### config.mk
export PLATFORM = sky130hd
export DESIGN_NAME = daq_control
export DESIGN_NICKNAME = d
export VERILOG_FILES = /design/src/hw/daq_pkg.sv /design/src/hw/daq_control.sv /design/src/hw/edge_detect.sv /design/src/hw/sar_engine.sv
export SDC_FILE = /design/constraint.sdc
export NUM_CORES = 1
export LEC_CHECK = 0
export ABC_CLOCK_PERIOD_IN_PS = 2900
export BUFFER_PORTS_ARGS = -buffer_cell sky130_fd_sc_hd__buf_4
export CORE_ASPECT_RATIO = 1.2
export CORE_UTILIZATION = 40
export DETAILED_ROUTE_END_ITERATION = 10
export PLACE_DENSITY = 0.69
export SYNTH_ARGS = -nofsm -noshare
export SYNTH_HDL_FRONTEND = slang
export SYNTH_SLANG_ARGS = --single-unit
### constraint.sdc
create_clock -name clk -period 2.9 [get_ports clk]
set_clock_uncertainty 0.2 [all_clocks]
set_input_delay 0.145 -clock clk [delete_from_list [all_inputs] [get_ports clk]]
set_output_delay 0.145 -clock clk [all_outputs]
set_load 0.005 [all_outputs]
### src/hw/daq_pkg.sv
// Constants shared by the data acquisition control logic.
// Assumes one 250 MHz system clock; every pin is already synchronous to it.
//
// Operation
// - Mux address 00,01,10,11 routes analog input A,B,C,D to the sampler.
// - Write strobe rising edge with chip select low loads the output register.
// - Read strobe falling with chip select low and start trigger high begins a conversion.
// - Start trigger falling edge begins conversion and lowers busy, chip select ignored.
// - Busy stays low for the whole conversion, released at its end.
// - Interrupt goes low at conversion end, high on chip select or read rise.
// - Reset forces interrupt high asynchronously; a running conversion continues.
// - Result is driven on the bus during read; bit 7 is most significant.
// - Result and output word are plain unsigned binary.
// - Data port is three-state, released whenever not reading.
// - With the nominal converter clock a conversion ends within 2 us.
// - Sampler switches to hold about 50 ns after the start edge.
// - MSB decided 50 ns after second qualifying falling clock edge.
// - A clock edge under 50 ns after start is ignored.
// - Remaining bits resolve 50 ns after each later edge, MSB to LSB.
// - At end: latch result, return to track, interrupt low, clear approximation.
// - In read-started mode the previous result stays on the bus meanwhile.
// - Reset clears the output-converter register to zero until the next write.
// - Output register ignores bus changes while chip select and write stay low.

package daq_pkg;

	// ----------------------------------------------------------------
	// Widths and reset values
	// ----------------------------------------------------------------
	localparam int DATA_W = 8;
	localparam int CNT_W = 8;
	localparam logic [7:0] DAC_RESET = 8'h00;
	localparam logic [7:0] APPROX_CLEAR = 8'h00;
	localparam logic [7:0] APPROX_FIRST = 8'h80;

	// ----------------------------------------------------------------
	// Timing
	// ----------------------------------------------------------------
	localparam int CLK_MHZ = 250;
	localparam int DECIDE_NS = 50;
	localparam int CONV_MAX_US = 2;
	// A least time: rounded up to whole cycles.
	localparam int DECIDE_CYC = (DECIDE_NS * CLK_MHZ + 999) / 1000;
	// A longest time: rounded down.
	localparam int CONV_MAX_CYC = CONV_MAX_US * CLK_MHZ;
	localparam logic [7:0] DECIDE_LAST = 8'(DECIDE_CYC - 1);

	// ----------------------------------------------------------------
	// Conversion sequencer states
	// ----------------------------------------------------------------
	typedef enum logic [4:0] {
		st_idle = 5'b00001,
		st_arm = 5'b00010,
		st_first = 5'b00100,
		st_edge = 5'b01000,
		st_settle = 5'b10000
	} conv_state_t;

endpackage

### src/hw/daq_control.sv
// Digital control of the 8-bit acquisition device: mux select, conversion
// sequencing, result latch, output-converter register and bus interface.
// Assumes all pins are synchronous to clk; conv_clk is sampled, not a clock.

module daq_control (
	// Clock, enable and resets
	input wire logic clk,
	input wire logic ce,
	input wire logic reset_n,
	input wire logic power_on_n,
	// Parallel bus
	input wire logic cs_n,
	input wire logic rd_n,
	input wire logic wr_n,
	input wire logic [7:0] data_bus_in,
	output logic [7:0] data_bus_out,
	output logic data_bus_oe_n,
	// Conversion control pins
	input wire logic start_trigger_n,
	input wire logic conv_clk,
	output logic busy_n,
	output logic int_n,
	// Multiplexer address
	input wire logic mux_sel_lo,
	input wire logic mux_sel_hi,
	// Analog front end
	output logic [3:0] analog_inputs,
	output logic hold,
	output logic [7:0] trial_code,
	input wire logic comp_high,
	output logic [7:0] dac_code
);

	// ----------------------------------------------------------------
	// Strobe edges
	// ----------------------------------------------------------------
	logic rd_rise, rd_fall, wr_rise, cs_rise;
	logic st_fall, cclk_fall;
	logic wr_prev_low, cs_prev_low;
	logic [7:0] data_prev;

	edge_detect u_rd (.clk(clk), .reset_n(power_on_n), .ce(ce), .level(rd_n), .rise(rd_rise), .fall(rd_fall));
	edge_detect u_wr (.clk(clk), .reset_n(power_on_n), .ce(ce), .level(wr_n), .rise(wr_rise), .fall());
	edge_detect u_cs (.clk(clk), .reset_n(power_on_n), .ce(ce), .level(cs_n), .rise(cs_rise), .fall());
	edge_detect u_st (.clk(clk), .reset_n(power_on_n), .ce(ce), .level(start_trigger_n),
		.rise(), .fall(st_fall));
	edge_detect u_cclk (.clk(clk), .reset_n(power_on_n), .ce(ce), .level(conv_clk),
		.rise(), .fall(cclk_fall));

	// The bus value one cycle back is what stood at the strobe's rising edge.
	always_ff @(posedge clk or negedge power_on_n)
	begin
		if (!power_on_n)
		begin
			data_prev <= daq_pkg::DAC_RESET;
			wr_prev_low <= 1'b0;
			cs_prev_low <= 1'b0;
		end
		else if (ce)
		begin
			data_prev <= data_bus_in;
			wr_prev_low <= ~wr_n;
			cs_prev_low <= ~cs_n;
		end
	end

	// ----------------------------------------------------------------
	// Start decoding
	// ----------------------------------------------------------------
	daq_pkg::conv_state_t state, next_state;
	logic idle, trig_start, read_start, start;

	assign idle = (state == daq_pkg::st_idle);
	assign trig_start = st_fall;
	// A read only starts when the trigger pin is parked high.
	assign read_start = rd_fall & ~cs_n & start_trigger_n;
	// Starts during a conversion are dropped; the master must wait on busy.
	assign start = idle & (trig_start | read_start);

	// ----------------------------------------------------------------
	// Conversion sequencer
	// ----------------------------------------------------------------
	logic [7:0] cnt, next_cnt;
	logic cnt_done, decide, eoc;
	logic sar_last;
	logic [7:0] sar_decided;

	assign cnt_done = (cnt == daq_pkg::DECIDE_LAST);
	// A decision is taken a fixed settle time after its clock edge.
	assign decide = ce & (state == daq_pkg::st_settle) & cnt_done;
	assign eoc = decide & sar_last;

	always_comb
	begin
		next_state = state;
		next_cnt = cnt;
		case (state)
			daq_pkg::st_idle:
			begin
				next_cnt = '0;
				if (start)
					next_state = daq_pkg::st_arm;
			end
			// Edges in this window are ignored, delaying the MSB a cycle.
			daq_pkg::st_arm:
			begin
				next_cnt = cnt + 8'h01;
				if (cnt_done)
					next_state = daq_pkg::st_first;
			end
			// First qualifying edge only arms the MSB decision.
			daq_pkg::st_first:
			begin
				next_cnt = '0;
				if (cclk_fall)
					next_state = daq_pkg::st_edge;
			end
			daq_pkg::st_edge:
			begin
				next_cnt = '0;
				if (cclk_fall)
					next_state = daq_pkg::st_settle;
			end
			daq_pkg::st_settle:
			begin
				next_cnt = cnt + 8'h01;
				if (cnt_done)
				begin
					next_cnt = '0;
					next_state = sar_last ? daq_pkg::st_idle : daq_pkg::st_edge;
				end
			end
			default:
			begin
				next_cnt = '0;
				next_state = daq_pkg::st_idle;
			end
		endcase
	end

	// Reset_n does not reach the sequencer, so a conversion runs through it.
	always_ff @(posedge clk or negedge power_on_n)
	begin
		if (!power_on_n)
		begin
			state <= daq_pkg::st_idle;
			cnt <= '0;
		end
		else if (ce)
		begin
			state <= next_state;
			cnt <= next_cnt;
		end
	end

	sar_engine u_sar (
		.clk(clk),
		.reset_n(power_on_n),
		.ce(ce),
		.load(start),
		.step(decide),
		.clear(eoc),
		.comp_high(comp_high),
		.trial(trial_code),
		.decided(sar_decided),
		.last(sar_last)
	);

	// ----------------------------------------------------------------
	// Busy, hold and result latch
	// ----------------------------------------------------------------
	logic [7:0] result;

	// At 5 MHz the MSB edge plus seven more plus settle fit inside 2 us.
	always_ff @(posedge clk or negedge power_on_n)
	begin
		if (!power_on_n)
		begin
			busy_n <= 1'b1;
			hold <= 1'b0;
			result <= daq_pkg::APPROX_CLEAR;
		end
		else if (ce)
		begin
			if (start)
				busy_n <= 1'b0;
			else if (eoc)
				busy_n <= 1'b1;
			if (state == daq_pkg::st_arm && cnt_done)
				hold <= 1'b1;
			else if (eoc)
				hold <= 1'b0;
			// Only the end of conversion moves the latch, so reads meanwhile see old data.
			if (eoc)
				result <= sar_decided;
		end
	end

	// ----------------------------------------------------------------
	// Interrupt
	// ----------------------------------------------------------------
	logic int_set, int_clr;

	assign int_set = eoc;
	assign int_clr = cs_rise | rd_rise;

	// Reset is asynchronous here and in the output-converter register; the conversion above ignores it.
	always_ff @(posedge clk or negedge reset_n)
	begin
		if (!reset_n)
			int_n <= 1'b1;
		else if (ce)
		begin
			// A completion in the clearing cycle still raises the interrupt.
			if (int_set)
				int_n <= 1'b0;
			else if (int_clr)
				int_n <= 1'b1;
		end
	end

	// ----------------------------------------------------------------
	// Output-converter register
	// ----------------------------------------------------------------
	logic dac_load;

	// The earlier of the two strobes rising ends the write.
	assign dac_load = (wr_rise & cs_prev_low) | (cs_rise & wr_prev_low);

	always_ff @(posedge clk or negedge reset_n)
	begin
		if (!reset_n)
			dac_code <= daq_pkg::DAC_RESET;
		else if (ce && dac_load)
			dac_code <= data_prev;
	end

	// ----------------------------------------------------------------
	// Multiplexer and bus drive
	// ----------------------------------------------------------------
	logic [1:0] mux_addr;
	logic [3:0] mux_onehot;

	assign mux_addr = {mux_sel_hi, mux_sel_lo};
	assign mux_onehot = 4'h1 << mux_addr;

	always_ff @(posedge clk or negedge power_on_n)
	begin
		if (!power_on_n)
			analog_inputs <= 4'h1;
		else if (ce)
			analog_inputs <= mux_onehot;
	end

	// Result bits map straight onto the pins, bit 7 first.
	assign data_bus_out = result;
	// Drivers on only for a selected read; released otherwise.
	assign data_bus_oe_n = cs_n | rd_n;

	// ----------------------------------------------------------------
	// Check helpers
	// ----------------------------------------------------------------
	// These counters run beside the sequencer rather than reuse its count,
	// so a wrong terminal count in the sequencer cannot vouch for itself.
	// The start counter saturates; it only has to outlast one conversion.
	logic [9:0] since_start;
	logic [7:0] settle_span;
	logic [3:0] falls_taken;

	always_ff @(posedge clk or negedge power_on_n)
	begin
		if (!power_on_n)
		begin
			since_start <= '0;
			settle_span <= '0;
			falls_taken <= '0;
		end
		else if (ce)
		begin
			if (start)
				since_start <= '0;
			else if (since_start != 10'h3FF)
				since_start <= since_start + 10'h001;
			if (state == daq_pkg::st_settle)
				settle_span <= settle_span + 8'h01;
			else
				settle_span <= '0;
			if (start)
				falls_taken <= '0;
			else if (cclk_fall && (state == daq_pkg::st_first || state == daq_pkg::st_edge))
				falls_taken <= falls_taken + 4'h1;
		end
	end
endmodule

### src/hw/edge_detect.sv
// Level history and edge pulses for one synchronous pin.
// Assumes the pin is already synchronous to clk.

module edge_detect (
	// Clock and reset
	input wire logic clk,
	input wire logic reset_n,
	input wire logic ce,
	// Pin
	input wire logic level,
	// Edges
	output logic rise,
	output logic fall
);

	logic prev;

	// Resets to the idle-high level that every strobe here rests at.
	always_ff @(posedge clk or negedge reset_n)
	begin
		if (!reset_n)
			prev <= 1'b1;
		else if (ce)
			prev <= level;
	end

	assign rise = ce & level & ~prev;
	assign fall = ce & ~level & prev;

endmodule

### src/hw/sar_engine.sv
// Successive-approximation register: one bit decided per step.
// Assumes the comparator answer is valid when step is raised.

module sar_engine (
	// Clock and reset
	input wire logic clk,
	input wire logic reset_n,
	input wire logic ce,
	// Control
	input wire logic load,
	input wire logic step,
	input wire logic clear,
	input wire logic comp_high,
	// Results
	output logic [7:0] trial,
	output logic [7:0] decided,
	output logic last
);

	logic [7:0] mask;

	// Keep the bit under test when the input is at or above the trial level.
	assign decided = comp_high ? trial : (trial & ~mask);
	assign last = mask[0];

	always_ff @(posedge clk or negedge reset_n)
	begin
		if (!reset_n)
		begin
			trial <= daq_pkg::APPROX_CLEAR;
			mask <= daq_pkg::APPROX_CLEAR;
		end
		else if (ce)
		begin
			if (clear)
			begin
				trial <= daq_pkg::APPROX_CLEAR;
				mask <= daq_pkg::APPROX_CLEAR;
			end
			else if (load)
			begin
				trial <= daq_pkg::APPROX_FIRST;
				mask <= daq_pkg::APPROX_FIRST;
			end
			else if (step)
			begin
				trial <= decided | (mask >> 1);
				mask <= mask >> 1;
			end
		end
	end

endmodule

==> results.md, run 1 <==
- Status: finished clean
- Vias in the first global route: 2,455
- Initial antenna violation count: 0
- Nature of the critical path endpoint: register
- CP top delay family: simple AND/OR/NAND/NOR gates
- Multi-input logic area: 1210 um2
- Relative slew slack: 50.3%
- PortBufs: 51
- WL final: 6.35 mm
- Commonest cells after routing, fill and taps aside: dfrtp_1, buf_4, nand2_1
- Post-synthesis cell type count: 51
- Die area: 7950 um2
- IR drop worst, VDD: 0.323 mV
- Bufs on Longest Clock Path: 2
- Num CTS Buffers: 9
- Clock insertion delay at the later pin of the skew report: 0.35 ns
- Fraction of layout cells with a size suffix above 1: 25.0%
- Sum Neg Setup Slack: 0 ns
- Final setup fails: 0
- Layout area overhead: 29.5%
- Register area share after synthesis: 55.6%
- Lkg Pwr: 0.00173 uW
- Final hold slack: 0.100 ns
- GRT overflow: 0
- Startpoint Class: register
- Syn_nets: 300
- Drt first pass iters: 4
- Core area: 7320 um2
- Final hold violations: 0
- DRT iter0 DRCs: 145
- Yosys reg bits: 67
- Clock Root Buffer: clkbuf_8
- Die width: 81.6 um
- Fillcell total: 662
- WL/cell: 14.1 um
- Die H: 97.5 um
- CP Max Fanout: 16
- Storage element area: 1690 um2
- Post-route ant nets: 0
- Cells on worst reg2reg path: 5
- Crit path kind: register to register
- Starting Density: 41.5%
- Worst path arrival time: 2.27 ns
- RePlAce Congestion: 0.809
- Clock transition at path regs: 0.08 ns
- Ant diodes: 0
- Critical-path top delay cell: nand3_1
- Capturing point of the worst reg2reg path: u_sar.trial[1]$_DFFE_PN0P_
- Commonest non-fill, non-tap cell in the layout: dfrtp_1
- Yosys warns: 0
- RSZ-0062 raised after global routing: false
- Number of buffers and inverters on the critical path: 0
- Avg Cell Area, Syn: 10.9 um2
- HPWL after detailed placement: 4.21 mm
- Final nets: 377
- Max Freq: 442 MHz
- Final Max Slew Viols: 0
- Mapped Area: 3040 um2
- Global Route Usage Sum: 18.0%
- Pwr/cell area: 651 nW/um2
- FP Rows: 34
- Hold WC Path Type: input pin to async pin
- H-Tree Depth: 3
- CTS sink cnt: 67
- Reg2reg start: state[3]$_DFFE_PN0P_
- Ratio of final minimum period to clock period: 78.0%
- Tmin final: 2.26 ns
- CTS tree: built
- Largest net degree at the start of global routing: 59
- Worst-margin pin slew: 0.745 ns
- Via count: 2,314
- Worst path cell trace: or3_4, nor3_4, nand3_1, o21ai_1, a21oi_1
- IO Pins: 52
- First-pass GRT wire length: 10.9 mm
- Slowest stage delay, CP: 0.48 ns
- Max Cap Viol: 0
- Worst Path Required: 2.90 ns
- Gate Count Post-Synth: 278
- R2R Setup Slk: 0.64 ns
- Post-DR vias/cell: 5.14
- # DRC: 0
[layout make-up]
class                           count  area share, %
Sequential cell                    67           42.9
Timing Repair Buffer               76           16.0
Clock inverter                      5           1.59
Multi-Input combinational cell    178           30.9
Clock buffer                       11           3.59
Tap cell                           90           2.86
Inverter                           23           2.19
[logic make-up (layout without fill, tap and decap cells)]
kind of cell               count (synthesis)  in the layout  share of synthesized area [%]
AOI/OAI and AO/OA                         65             65                           12.6
xor gates and xnor gates                   4              4                           1.15
adders and majority gates                  2              2                          0.824
buffers and inverters                     33            115                           4.45
DFF                                       67             67                           55.6
muxes                                     28             28                           10.2
and+or+nand+nor                           79             79                           15.2
[worst max path at each step]
stage | slack (ns) | cells past startpoint | start | endpoint
after floorplan | 0.93 | 8 | cnt[0]$_DFFE_PN0P_ | data_bus_out[2]$_DFFE_PN0P_
after global placement | 0.71 | 5 | state[3]$_DFFE_PN0P_ | u_sar.trial[2]$_DFFE_PN0P_
after detailed placement | 0.64 | 5 | state[3]$_DFFE_PN0P_ | u_sar.trial[1]$_DFFE_PN0P_
after CTS | 0.63 | 5 | state[3]$_DFFE_PN0P_ | u_sar.trial[0]$_DFFE_PN0P_
after global routing | 0.45 | 7 | cnt[1]$_DFFE_PN0P_ | u_sar.trial[0]$_DFFE_PN0P_
final | 0.64 | 5 | state[3]$_DFFE_PN0P_ | u_sar.trial[1]$_DFFE_PN0P_
[through the flow]
step | cells | power (uW) | util [%] | worst slack, ns | instance area (um2)
6_report | 450 | 2560 | 53.8 | 0.638 | 3930
5_1_grt | 450 | 2700 | 53.8 | 0.446 | 3930
4_1_cts | 450 | 2580 | 53.8 | 0.632 | 3930
3_5_place_dp | 411 | 1760 | 47.8 | 0.644 | 3500
3_3_place_gp | 411 | 1740 | 47.8 | 0.707 | 3500
2_1_floorplan | 278 | 1540 | - | 0.926 | 3040
[report_power, final]
group,switching [uW],internal (uW),total [uW]
clock,367,423,790
sequential,113,1070,1190
combinational,275,309,584
total,755,1810,2560
[cells in the mapped netlist (all sizes together)]
cell type | count | area [um2]
nand3b | 3 | 22.5
nand4 | 1 | 6.26
or2 | 2 | 12.5
o2bb2ai | 1 | 8.76
o311ai | 1 | 16.3
nor3 | 5 | 36.3
nand2b | 7 | 51.3
and3 | 2 | 12.5
xor2 | 1 | 8.76
mux2i | 4 | 40.0
xnor2 | 3 | 26.3
or4 | 1 | 7.51
o31ai | 1 | 7.51
a31oi | 3 | 18.8
and3b | 1 | 8.76
nand2 | 30 | 115
ha | 2 | 25.0
nor3b | 2 | 20.0
mux2 | 24 | 270
nand3 | 8 | 40.0
o41ai | 1 | 8.76
nor2 | 6 | 30.0
a21o | 2 | 15.0
dfstp | 9 | 236
o21ai | 25 | 129
nand4b | 1 | 8.76
a32o | 1 | 10.0
nor4b | 1 | 8.76
buf | 4 | 26.3
inv | 23 | 86.3
dfrtp | 58 | 1450
clkbuf | 6 | 22.5
a21oi | 23 | 123
or3 | 3 | 28.8
nor4 | 2 | 27.5
o31a | 1 | 8.76
o22ai | 6 | 37.5
and2 | 2 | 12.5
nor2b | 2 | 12.5
[per-layer routing]
layer	track usage [%]	vias up	wire (um)
met5	0	-	0
met4	10.2	0	185
met3	3.57	18	235
met2	29.8	65	3170
met1	21.2	1112	2750
li1	-	1119	-
[state kept, by name, summed over array words and instances (netlist names)]
signal,cells
u_wr.prev,1
data_bus_out,8
u_rd.prev,1
u_sar.mask,8
u_sar.trial,8
wr_prev_low,1
u_cclk.prev,1
state,5
int_n,1
data_prev,8
busy_n,1
u_cs.prev,1
u_st.prev,1
dac_code,8
analog_inputs,4
cs_prev_low,1
hold,1
cnt,8
[repair_timing]
action,in CTS,in global routing
hold endpoints to repair,85,0
resized for setup,0,0
hold buffers,23,0
buffers inserted,0,0
Note: power is estimated with default switching activity, not from simulation.
==> run 2: changes to the inputs <==
- ABC_CLOCK_PERIOD_IN_PS: 2900 -> 2000
- PLACE_DENSITY: 0.69 -> 0.71
- clock period: 2.9 -> 2 ns (I/O delays scaled with it)
==> run 2 against run 1 <==
Net effect: count of clock-buffer cells in the layout shrank 2; register-to-register slack lost 0.62 ns; cell count grew 6.4%; wire length grew 8.7%; core utilization grew 4.6 points; first-iteration DRC count shrank 16%; sequential cell count is the same; sequential share of layout area shrank 3.4 points; global-route usage grew 1.0 points; non-clock buffer count grew 29.
==> results.md, run 2 (same netlist as run 1, synthesis figures left out) <==
- Status: finished clean
- Die area: 7950 um2
- Final hold violations: 0
- Fraction of layout cells with a size suffix above 1: 31.9%
- Vias in the first global route: 2,505
- Crit path kind: register to register
- Number of buffers and inverters on the critical path: 2
- Critical-path top delay cell: or3_4
- Worst-margin pin slew: 0.751 ns
- Clock transition at path regs: 0.08 ns
- Commonest cells after routing, fill and taps aside: buf_4, dfrtp_1, nand2_1
- Placed cells: 435
- CP top delay family: simple AND/OR/NAND/NOR gates
- Post-DR vias/cell: 5.11
- FP Rows: 34
- Layout Utilization: 58.3%
- Worst Path Required: 2.04 ns
- First-pass GRT wire length: 11.3 mm
- Via count: 2,449
- Bufs on Longest Clock Path: 2
- Top Usage Layer GRT: met2
- Initial antenna violation count: 0
- Final setup fails: 0
- Drt first pass iters: 4
- Final nets: 406
- Clock insertion delay at the later pin of the skew report: 0.36 ns
- Ant diodes: 0
- Max Freq: 504 MHz
- Final hold slack: 0.0164 ns
- Relative slew slack: 49.9%
- Post-route ant nets: 0
- Commonest non-fill, non-tap cell in the layout: buf_4
- IO Pins: 52
- Pwr/cell area: 992 nW/um2
- CP dominant cell by count: buf_6
- Lkg Pwr: 0.00194 uW
- Ratio of final minimum period to clock period: 99.2%
- Die width: 81.6 um
- PortBufs: 51
- Nature of the critical path endpoint: register
- Final Power: 4230 uW
- Final Max Slew Viols: 0
- Met1 usage: 21.7%
- R2R Setup Slk: 0.02 ns
- Global Route Usage Sum: 19.1%
- Max Cap Viol: 0
- Tmin final: 1.98 ns
- Largest net degree at the start of global routing: 59
- Num CTS Buffers: 9
- Fillcell total: 666
- Clock Root Buffer: clkbuf_8
- GR Util met2: 31.7%
- WL final: 6.90 mm
- CTS tree: built
- Layout Cells excl Fill: 479
- GRT overflow: 0
- RSZ-0062 raised after global routing: true
- CTS sink cnt: 67
- Die H: 97.5 um
- Worst path arrival time: 2.02 ns
- Slowest stage delay, CP: 0.42 ns
- # DRC: 0
- Hold WC Path Type: input pin to async pin
- CP Max Fanout: 6
- DRT iter0 DRCs: 122
- H-Tree Depth: 3
- WL/cell: 14.4 um
- Starting Density: 41.5%
- IR drop worst, VDD: 0.548 mV
- Startpoint Class: register
- Core area: 7320 um2
- Met3 Use GR: 5.26%
- HPWL after detailed placement: 4.40 mm
- Layout area overhead: 40.5%
- RePlAce Congestion: 0.835
- Worst path cell trace: or3_4, nor4_4, buf_6, nand2_4, buf_6, a32o_1
[run 2: cell count changes in the layout (fill, tap and decap cells not counted), moves of 2 or more]
cell,change
bufinv_16,+2
buf_6,+4
clkinvlp_4,-2
buf_4,+24
[run 2: final timing paths]
kind                                            to                   from  cells past startpoint
min in group clk           wr_prev_low$_DFFE_PN0P_                   wr_n                      3
min reg2reg                  u_st.prev$_DFFE_PN1P_  u_st.prev$_DFFE_PN1P_                      2
max in group asynchronous  dac_code[2]$_DFFE_PN0P_                reset_n                      3
max reg2reg                       hold$_DFFE_PN0P_     cnt[5]$_DFFE_PN0P_                      6
min                              int_n$_DFFE_PN1P_                reset_n                      2
max                               hold$_DFFE_PN0P_     cnt[5]$_DFFE_PN0P_                      6
[run 2: area by class of cell]
cell class              instances  area (um2)  share of cell area (%)
clock inverters                 7         125                    2.93
flip-flops and latches         67        1690                    39.5
repair buffers                105         878                    20.6
inverters                      23        86.3                    2.02
multi-input cells             178        1250                    29.4
clock buffers                   9         124                    2.90
well taps                      90         113                    2.64
[run 2: per-layer routing]
metal	vias up	part of all wire, %
met3	16	3.7
met4	0	3.0
met5	-	0
met2	61	53
li1	1180	-
met1	1192	40
[run 2: timing repair]
action | in CTS | in global routing
resized for setup | 1 | 12
pin swaps | 0 | 2
endpoints found under the hold margin | 93 | 0
endpoints found under the setup margin | 21 | 24
hold buffers | 22 | 0
buffers inserted | 1 | 5
[run 2: metrics by stage]
step	instance area [um2]	TNS [ns]	worst slack, ns
2_1_floorplan	3040	0	0.0255
3_3_place_gp	3690	-0.103	-0.0616
3_5_place_dp	3690	-0.625	-0.0964
4_1_cts	4170	0	0.00611
5_1_grt	4270	-0.260	-0.0469
6_report	4270	0	0.0161
[run 2: worst reg2reg max path: stages, from the launching register on]
cell and delay, ns:
dfrtp_1 0.38, or3_4 0.42, nor4_4 0.29, buf_6 0.17, nand2_4 0.07, buf_6 0.14, a32o_1 0.20
[run 2: where the power goes]
| group | total [uW] | internal [uW] | switching [uW] |
|---|---|---|---|
| Clock | 1400 | 838 | 559 |
| Sequential | 1670 | 1560 | 111 |
| Combinational | 1170 | 631 | 538 |
